--- config.mk ---
export PLATFORM = sky130hd
export DESIGN_NAME = km_channel_switch
export DESIGN_NICKNAME = d
export VERILOG_FILES = /design/src/km_switch_pkg.sv /design/src/km_channel_switch.sv /design/src/km_kb_buffer.sv
export SDC_FILE = /design/constraint.sdc
export NUM_CORES = 1
export LEC_CHECK = 0
export ABC_CLOCK_PERIOD_IN_PS = 3400
export BUFFER_PORTS_ARGS = -buffer_cell sky130_fd_sc_hd__buf_2
export CORE_ASPECT_RATIO = 1.25
export CORE_MARGIN = 2
export CORE_UTILIZATION = 40
export DETAILED_ROUTE_END_ITERATION = 8
export PLACE_DENSITY = 0.66
export SLEW_MARGIN = 20
export SYNTH_ARGS = -nofsm -noshare
export SYNTH_HDL_FRONTEND = slang
export SYNTH_HIERARCHICAL = 1
export SYNTH_SLANG_ARGS = --single-unit
--- constraint.sdc ---
create_clock -name ref_clk -period 3.4 [get_ports ref_clk]
set_clock_uncertainty 0.2 [all_clocks]
set_input_delay 0.17 -clock ref_clk [delete_from_list [all_inputs] [get_ports ref_clk]]
set_output_delay 0.17 -clock ref_clk [all_outputs]
set_load 0.02 [all_outputs]
--- src/km_switch_pkg.sv ---
// Package for the keyboard/mouse channel switch: sizes, timing, enums.
// Assumes a single 10 MHz system clock.
package km_switch_pkg;
  localparam int          NUM_HOSTS      = 4;
  localparam int          HOST_W         = 2;
  localparam int          DATA_W         = 8;
  localparam int          CLK_HZ         = 10_000_000;
  localparam int          AUTH_OFF_MS    = 1000;
  // Least time; CLK_HZ/1000 divides exactly, so no rounding
  localparam int          AUTH_OFF_CYC   = (CLK_HZ / 1000) * AUTH_OFF_MS;
  localparam int          AUTH_CNT_W     = 24;
  localparam int          PURGE_CYC      = 16;
  localparam int          PURGE_CNT_W    = 5;
  localparam logic [HOST_W-1:0] DEFAULT_HOST = 2'h0;
  localparam logic [2:0]  TYPE_KEYBOARD  = 3'h1;
  localparam logic [2:0]  TYPE_POINTER   = 3'h2;
  localparam logic [2:0]  TYPE_AUTH      = 3'h3;
  localparam logic [1:0]  SRC_BUTTON     = 2'h0;
  localparam logic [1:0]  SRC_HOTKEY     = 2'h1;
  localparam int          HOLD_W         = 4;
  localparam logic [HOLD_W-1:0] HOLD_MAX = 4'hF;

  typedef enum logic [1:0] {
    ST_RUN   = 2'b00,
    ST_PURGE = 2'b01,
    ST_AUTH  = 2'b10
  } sw_state_e;
endpackage

--- src/km_channel_switch.sv ---
// Channel selection and routing policy for a secure keyboard/mouse switch.
// Assumes synchronous inputs on ref_clk; host side has no control inputs.
`timescale 1ns/1ns
`default_nettype none
module km_channel_switch
  import km_switch_pkg::*;
#(
  parameter int AUTH_OFF_CYCLES = AUTH_OFF_CYC  // Shorten in simulation
)
(
  input  wire logic                           ref_clk,       // 10 MHz clock
  input  wire logic                           rst,           // Async reset, high
  input  wire logic                           sel_req,       // Selection request pulse
  input  wire logic [HOST_W-1:0]              sel_host,      // Requested host
  input  wire logic [1:0]                     sel_src,       // Source of request
  input  wire logic [1:0]                     method_cfg,    // Active selection method
  input  wire logic                           admin_ok,      // Admin privilege established
  input  wire logic                           cfg_wr,        // Filter config write
  input  wire logic [2:0]                     cfg_kb_type,   // New type for keyboard port
  input  wire logic [2:0]                     cfg_pt_type,   // New type for pointer port
  input  wire logic [2:0]                     kb_dev_type,   // Type seen on keyboard port
  input  wire logic [2:0]                     pt_dev_type,   // Type seen on pointer port
  input  wire logic                           kb_valid,      // Keyboard byte valid
  input  wire logic [DATA_W-1:0]              kb_data,       // Keyboard byte
  input  wire logic                           pt_valid,      // Pointer byte valid
  input  wire logic [DATA_W-1:0]              pt_data,       // Pointer byte
  input  wire logic [NUM_HOSTS-1:0]           host_rx_valid, // Host-to-peripheral traffic
  output logic      [NUM_HOSTS-1:0]           host_kb_valid, // Keyboard byte per host
  output logic      [NUM_HOSTS*DATA_W-1:0]    host_kb_data,  // Keyboard data per host
  output logic      [NUM_HOSTS-1:0]           host_pt_valid, // Pointer byte per host
  output logic      [NUM_HOSTS*DATA_W-1:0]    host_pt_data,  // Pointer data per host
  output logic      [NUM_HOSTS-1:0]           host_led,      // Selected-host indicator
  output logic                                auth_pwr_en,   // Auth device supply on
  output logic                                kb_rejected,   // Keyboard port refused
  output logic                                pt_rejected,   // Pointer port refused
  output logic                                busy           // Switch in progress
);
  import km_switch_pkg::*;

  sw_state_e               state_q, state_d;
  logic [HOST_W-1:0]       host_q, host_d;
  logic [HOST_W-1:0]       pend_q, pend_d;
  logic [AUTH_CNT_W-1:0]   auth_cnt_q, auth_cnt_d;
  logic [PURGE_CNT_W-1:0]  purge_cnt_q, purge_cnt_d;
  logic [1:0]              method_q, method_d;
  logic [2:0]              kb_type_q, kb_type_d;
  logic [2:0]              pt_type_q, pt_type_d;
  logic                    kb_ok, pt_ok, sel_ok, purging;
  logic [NUM_HOSTS-1:0]    kb_wr, pt_wr;
  logic [NUM_HOSTS-1:0]    kb_out_v;
  logic [NUM_HOSTS*DATA_W-1:0] kb_out_d;
  logic [NUM_HOSTS-1:0]    pt_v_q, pt_v_d;
  logic [NUM_HOSTS*DATA_W-1:0] pt_d_q, pt_d_d;

  function automatic logic [NUM_HOSTS-1:0] onehot(input logic [HOST_W-1:0] h);
    onehot = '0;
    onehot[h] = 1'b1;
  endfunction

  localparam logic [AUTH_CNT_W-1:0] AUTH_LAST =
    AUTH_CNT_W'(AUTH_OFF_CYCLES - 1);
  localparam logic [PURGE_CNT_W-1:0] PURGE_LAST = PURGE_CNT_W'(PURGE_CYC - 1);

  // Method is latched only while idle; host_rx_valid never reaches here
  assign sel_ok  = sel_req && (sel_src == method_q)
                 && (sel_host != host_q) && (state_q == ST_RUN);
  assign kb_ok   = (kb_dev_type == kb_type_q);
  assign pt_ok   = (pt_dev_type == pt_type_q);
  assign purging = (state_q == ST_PURGE);

  always_comb
  begin
    state_d     = state_q;
    host_d      = host_q;
    pend_d      = pend_q;
    auth_cnt_d  = auth_cnt_q;
    purge_cnt_d = purge_cnt_q;
    method_d    = method_q;
    kb_type_d   = kb_type_q;
    pt_type_d   = pt_type_q;
    if (cfg_wr && admin_ok)
    begin
      kb_type_d = cfg_kb_type;
      pt_type_d = cfg_pt_type;
    end
    case (state_q)
      ST_RUN:
      begin
        // Only one method can be live; changes take effect between switches
        if ((method_cfg == SRC_BUTTON) || (method_cfg == SRC_HOTKEY))
          method_d = method_cfg;
        if (sel_ok)
        begin
          pend_d      = sel_host;
          state_d     = ST_PURGE;
          purge_cnt_d = '0;
        end
      end
      ST_PURGE:
      begin
        purge_cnt_d = purge_cnt_q + PURGE_CNT_W'(1);
        if (purge_cnt_q == PURGE_LAST)
        begin
          host_d     = pend_q;
          auth_cnt_d = '0;
          state_d    = ST_AUTH;
        end
      end
      ST_AUTH:
      begin
        auth_cnt_d = auth_cnt_q + AUTH_CNT_W'(1);
        if (auth_cnt_q == AUTH_LAST)
          state_d = ST_RUN;
      end
      default:
      begin
        state_d = ST_RUN;
      end
    endcase
  end

  always_ff @(posedge ref_clk or posedge rst)
  begin
    if (rst)
    begin
      state_q     <= ST_RUN;
      host_q      <= DEFAULT_HOST;
      pend_q      <= DEFAULT_HOST;
      auth_cnt_q  <= '0;
      purge_cnt_q <= '0;
      method_q    <= SRC_BUTTON;
      kb_type_q   <= TYPE_KEYBOARD;
      pt_type_q   <= TYPE_POINTER;
    end
    else
    begin
      state_q     <= state_d;
      host_q      <= host_d;
      pend_q      <= pend_d;
      auth_cnt_q  <= auth_cnt_d;
      purge_cnt_q <= purge_cnt_d;
      method_q    <= method_d;
      kb_type_q   <= kb_type_d;
      pt_type_q   <= pt_type_d;
    end
  end

  // One write strobe per host, only the selected one; no cross-host path
  assign kb_wr = (kb_valid && kb_ok && (state_q == ST_RUN))
               ? onehot(host_q) : '0;
  assign pt_wr = (pt_valid && pt_ok && (state_q == ST_RUN))
               ? onehot(host_q) : '0;

  genvar g;
  generate
    for (g = 0; g < NUM_HOSTS; g++)
    begin : g_host
      // Flop-only storage, lost at power-down
      km_kb_buffer u_kb_buf (
        .ref_clk  (ref_clk),
        .rst      (rst),
        .purge    (purging),
        .wr_en    (kb_wr[g]),
        .wr_data  (kb_data),
        .rd_valid (kb_out_v[g]),
        .rd_data  (kb_out_d[g*DATA_W +: DATA_W])
      );
    end
  endgenerate

  always_comb
  begin
    pt_v_d = pt_wr;
    pt_d_d = '0;
    for (int i = 0; i < NUM_HOSTS; i++)
      if (pt_wr[i])
        pt_d_d[i*DATA_W +: DATA_W] = pt_data;
  end

  always_ff @(posedge ref_clk or posedge rst)
  begin
    if (rst)
    begin
      pt_v_q <= '0;
      pt_d_q <= '0;
    end
    else
    begin
      pt_v_q <= pt_v_d;
      pt_d_q <= pt_d_d;
    end
  end

  // host_rx_valid is deliberately left without any load
  assign host_kb_valid = kb_out_v;
  assign host_kb_data  = kb_out_d;
  assign host_pt_valid = pt_v_q;
  assign host_pt_data  = pt_d_q;
  assign host_led      = onehot(host_q);
  // Auth supply has its own control only; it carries no data
  assign auth_pwr_en   = (state_q != ST_AUTH);
  assign kb_rejected   = ~kb_ok;
  assign pt_rejected   = ~pt_ok;
  assign busy          = (state_q != ST_RUN);
endmodule
`default_nettype wire

--- src/km_kb_buffer.sv ---
// Small volatile keyboard buffer, one per host-facing interface.
// Contents held only in flip-flops; cleared on reset or purge.
`timescale 1ns/1ns
`default_nettype none
module km_kb_buffer
  import km_switch_pkg::*;
(
  input  wire logic              ref_clk,  // System clock
  input  wire logic              rst,      // Async reset
  input  wire logic              purge,    // Drop all contents
  input  wire logic              wr_en,    // Store a byte
  input  wire logic [DATA_W-1:0] wr_data,  // Byte in
  output logic                   rd_valid, // Byte waiting
  output logic      [DATA_W-1:0] rd_data   // Byte out, registered
);
  logic              valid_q, valid_d;
  logic [DATA_W-1:0] data_q, data_d;

  always_comb
  begin
    valid_d = valid_q;
    data_d  = data_q;
    if (purge)
    begin
      valid_d = 1'b0;
      data_d  = '0;
    end
    else if (wr_en)
    begin
      valid_d = 1'b1;
      data_d  = wr_data;
    end
    else
    begin
      valid_d = 1'b0;
    end
  end

  always_ff @(posedge ref_clk or posedge rst)
  begin
    if (rst)
    begin
      valid_q <= 1'b0;
      data_q  <= '0;
    end
    else
    begin
      valid_q <= valid_d;
      data_q  <= data_d;
    end
  end

  assign rd_valid = valid_q;
  assign rd_data  = data_q;
endmodule
`default_nettype wire

; Yosys cells after proc, flatten, opt, wreduce, memory -nomap -nowiden
; Cells that the tools add are included.
[word_totals]
output_inout_bits = 80
elab_cells = 94
reg_bits = 115
input_bits = 45
[op_classes]
add_sub_neg = 2
reduce_logical = 25
order_cmp = 2
n_eq_ne = 13
mux = 32
bitwise = 2
[op_table]
columns = operator, count
row1 = $mux 8, 12
row2 = $pmux 24 s2, 1
row3 = $add 24x1->24 const B, 1
row4 = $eq 24x24->1 const B, 1
row5 = $mux 24, 1
row6 = $reduce_bool 2->1, 7
row7 = $pmux 5 s2, 1
row8 = $reduce_and 2->1, 5
row9 = $logic_and 1x1->1, 9
row10 = $mux 1, 9
row11 = $mux 4, 2
row12 = $ne 2x2->1 const B, 4
row13 = $eq 3x3->1, 2
row14 = $mux 2, 3
row15 = $pmux 2 s3, 1
row16 = $add 5x1->5 const B, 1
row17 = $eq 5x4->1 const B, 1
row18 = $mux 5, 1
row19 = $eq 2x1->1 const B, 2
row20 = $logic_not 2->1, 2
row21 = $lt 2x3->1 const B, 1
row22 = $reduce_and 3->1, 1
row23 = $demux 1 s2, 1
row24 = $eq 2x2->1, 1
row25 = other kinds (5), 6

; Longest topological paths before layout
[depth]
word_depth = 7
depth_mapped = 7
depth_no_buf = 6

; Cells and area by module
; The synthesis kept the hierarchy.
[by_module_without_submodules]
columns = mod, instances, area_per_inst_um2, seq_area_each_um2, cells_per_inst
row1 = km_channel_switch, 1, 3333.2, 1979.4, 287
row2 = km_kb_buffer, 4, 361.6, 225.2, 29

; Worst setup path after synthesis
; Ideal clock, no wire load.
[synth_timing]
path_type = register -> register
from = register kb_type_q[0]
to = register g_host[0].u_kb_buf.data_q[0]
n_path_buf = 1
setup_slack_ns = 1.262
arrival_time_ns = 1.816
period_less_slack_ns = 2.138
stages_incl_launch_ff = 8
setup_ns = 0.121
required_ns = 3.079
path_cell_list = dfstp_2 > xnor2_1 > nand3_1 > or3_1 > nor3_1 > buf_6 > mux2i_1 > nor2_1
[synth_via]
elab_chain_len = 5
[synth_lines]
columns = element, line
row1 = "start, declared", km_channel_switch.sv:46  ; logic [2:0] kb_type_q, kb_type_d;
row2 = "start signal, assigned", km_channel_switch.sv:143  ; kb_type_q <= kb_type_d;
row3 = $eq 3x3->1, km_channel_switch.sv:67  ; assign kb_ok = (kb_dev_type == kb_type_q);
row4 = $logic_and 1x1->1 (2 in a row), km_channel_switch.sv:149  ; assign kb_wr = (kb_valid && kb_ok && (state_q == ST_RUN))
row5 = $mux 4, km_channel_switch.sv:150  ; ? onehot(host_q) : '0;
row6 = named net kb_wr[0], km_channel_switch.sv:49  ; logic [NUM_HOSTS-1:0] kb_wr, pt_wr;
row7 = $reduce_bool 2->1 (no line), -
row8 = "end signal, assigned", km_kb_buffer.sv:49  ; data_q <= data_d;
row9 = "end, declared", km_kb_buffer.sv:17  ; logic [DATA_W-1:0] data_q, data_d;
; The timed path passes the listed nets, and every way through them passes these cells.
; A chain may end at the register's enable or synchronous reset.

; Worst setup path in the final report
[layout_timing]
from = register state_q[0]
to = register g_host[0].u_kb_buf.data_q[5]
[layout_via]
elab_chain_len = 4
elab_cells_between_ends = 6
classes_between = 1 x eq/ne / 2 x mux / 3 x reduce/logical
[layout_lines]
columns = element, line
row1 = "start, declared", km_channel_switch.sv:40  ; sw_state_e state_q, state_d;
row2 = "start signal, assigned", km_channel_switch.sv:137  ; state_q <= state_d;
row3 = $logic_not 2->1, km_channel_switch.sv:149
row4 = $logic_and 1x1->1, km_channel_switch.sv:149
row5 = $mux 4, km_channel_switch.sv:150
row6 = named net kb_wr[0], km_channel_switch.sv:49
row7 = $reduce_bool 2->1 (no line), -
; The timed path passes the listed nets, and every way through them passes these cells.

==> run metrics <==
Pins Over Slew Limit 0; DR pass1 iterations 4; WS Path Type register to register; Vias 3557; Crit Reg-Reg Startpoint state_q[0]; Starting Density 0.411; worst endpoint required time 3.47 ns; Placer Congestion 0.827; min Tclk post-route 2.18 ns; root buf cell clkbuf_16; Clock transition at path regs 0.05 ns; reg2reg setup slack 1.22 ns; worst-path cell chain or2_2 > or3_1 > nor3_1 > buf_4 > mux2i_1 > nor2_1; utilization after layout 0.557; Area growth, synth to finish 35.3%; final setup violation count 0; Die Span X 102 µm; Die Area 0.0128 mm²; commonest cells after routing, fill and taps aside 120 x buf_2, 113 x dfrtp_1, 48 x mux2i_1; H-tree levels 4; mapped cell area 0.00478 mm²; Clock Latency Late Sink 0.40 ns; slowest CP cell dfrtp_1; Via-to-Cell Ratio 4.81; DP HPWL 7.87 mm; Num CTS Buffers 17; Placed Instance Area 0.00556 mm²; CTS tree yes; fill cell count 974; Post-Syn Area per Cell 11.9 µm²; status completed; largest net degree at the start of global routing 42; Seq/Total Area, Yosys 0.603; Max Buffers Root-to-Sink 2; Core Area 0.0116 mm²; drt drc 0; crit-path max cell delay 0.45 ns; grt total ovfl 0; PwrDens 525 mW/mm²; Max-slew headroom 0.502; endpoints failing hold 0; share of cells above drive strength 1 0.306; worst endpoint data arrival time 2.25 ns; Final ANT Viol Nets 0; fin crit share 0.641; CP Launch Point state_q[0]; Crit Path Max Fanout 9; Yosys Warn Count 6; most common cell after layout, fill and taps aside buf_2; post-CTS sizing 0; worst reg2reg endpoint g_host[0].u_kb_buf/rd_data[5]; vias in the first global route 3732; # rows 44; die height 126 µm; gr usage total 0.182; IO Count 125; Crit. End Element register; routed len/inst 15.2 µm; Synth Instances 403; worst reg2reg path depth 6; Critical Path Sink g_host[0].u_kb_buf/rd_data[5]; Detailed Route Iter0 Violations 138; type of origin of the critical path register; Hold WC Path Type input port to register; Worst Hold Depth 3; Sink Count 115; Pleak 3.41 nW; max-cap viol count 0; Fmax 459 MHz; Post-synth EDFFs 0; final net count 613; n_diodes 0; Post-Syn Nets 451; Least-Margin Pin Slew 0.744 ns; Yosys reg bits 115; Finished Cell Area 0.00647 mm²; setup TNS 0 ns; first-pass GRT wire length 18.0 mm; RSZ-0062 raised after global routing no; total routed wirelength 11.3 mm; post-synth cell types 42; initial antenna violation count 0; Max VDD drop 0.312 mV; PortBufs 120; prevailing post-synth register cell dfrtp_1; asr flop ratio synth 1.00
-- cells in the mapped netlist (2+ instances only) --
master	count	area [µm²]
nor3b_1	3	22.5
o31ai_1	3	22.5
nor2_1	46	173
buf_2	4	20.0
nor3_1	2	10.0
inv_1	13	48.8
and3_1	5	31.3
mux2i_1	48	480
nor2b_1	6	37.5
nand4_1	9	56.3
nand3_1	14	70.1
dfstp_2	2	52.6
clkbuf_2	4	20.0
nand2b_1	4	25.0
buf_6	4	45.0
o21ai_0	7	35.0
clkbuf_1	2	7.51
and2_1	33	206
dfrtp_1	113	2830
ha_1	3	37.5
o211ai_1	3	22.5
nand2_1	29	109
mux2_2	11	124
a21oi_1	3	15.0
nor4_1	4	25.0
xor2_1	3	26.3
xnor2_1	10	87.6
-- stage by stage --
step	total power, W	hold WS [ns]	std cells	setup slack (ns)
after CTS	0.00343	0.111	739	1.20
after global routing	0.00351	0.133	739	1.07
after global placement	0.00153	-0.00883	679	1.26
final	0.00340	0.106	739	1.22
after floorplan	0.00148	-0.202	403	1.01
after detailed placement	0.00153	-0.00729	679	1.22
-- state kept, by name, indices dropped and copies added (netlist names) --
signal,count
purge_cnt_q,5
g_host.u_kb_buf/rd_data,32
host_pt_valid,4
host_q,2
host_pt_data,32
pend_q,2
auth_cnt_q,24
pt_type_q,3
kb_type_q,3
state_q,2
g_host.u_kb_buf/rd_valid,4
method_q,2
-- final cells by class --
cell class                 instances  area, µm²  area share
sequential                       115       2880       0.445
tap                              161        201      0.0312
multi-input combinational        260       1750       0.271
timing repair buffer             157        948       0.147
clock buffer                      22        474      0.0733
clock inverter                    10        155      0.0240
inverter                          14       52.6     0.00813
-- critical path, delay by kind of cell (launching register included) --
kind,cells,cell delay [ns]
buffers and inverters,1,0.23
DFF,1,0.45
muxes,1,0.22
and+or+nand+nor,4,0.97
-- metal layers --
layer / global-route usage / wire length (µm)
met1: 0.215 / 4680
met2: 0.312 / 5730
met3: 0.0577 / 638
met4: 0.0580 / 204
met5: 0 / 0
-- report_power, final --
| part | internal [W] | switching (W) | leakage, nW |
|---|---|---|---|
| logic | 0.0000662 | 0.0000730 | 1.53 |
| clock network | 0.00128 | 0.000583 | 0.306 |
| registers | 0.00139 | 0.00000916 | 1.57 |
| total | 0.00273 | 0.000665 | 3.41 |
-- how the worst min path moves through the flow --
stage,start,slack [ns],end
floorplan,rst,-0.20,g_host[0].u_kb_buf/rd_data[0]
global placement,rst,-0.009,g_host[0].u_kb_buf/rd_data[7]
detailed placement,rst,-0.007,g_host[0].u_kb_buf/rd_data[4]
CTS,admin_ok,0.11,kb_type_q[0]
global route,admin_ok,0.13,pt_type_q[2]
finish,admin_ok,0.11,kb_type_q[0]
-- cell families after synthesis --
kind of cell               Yosys count  share of synthesized area
buffers and inverters               28                     0.0304
xor gates and xnor gates            13                     0.0238
and+or+nand+nor                    165                      0.182
muxes                               59                      0.126
AOI/OAI and AO/OA                   20                     0.0272
DFF                                115                      0.603
adders and majority gates            3                    0.00785
-- timing repair --
| item | 4_1_cts | 5_1_grt |
|---|---|---|
| hold buffers | 28 | 0 |
| setup buffers | 0 | 0 |
| hold endpoints to repair | 141 | 0 |
Power figures use the tool's default switching activity.
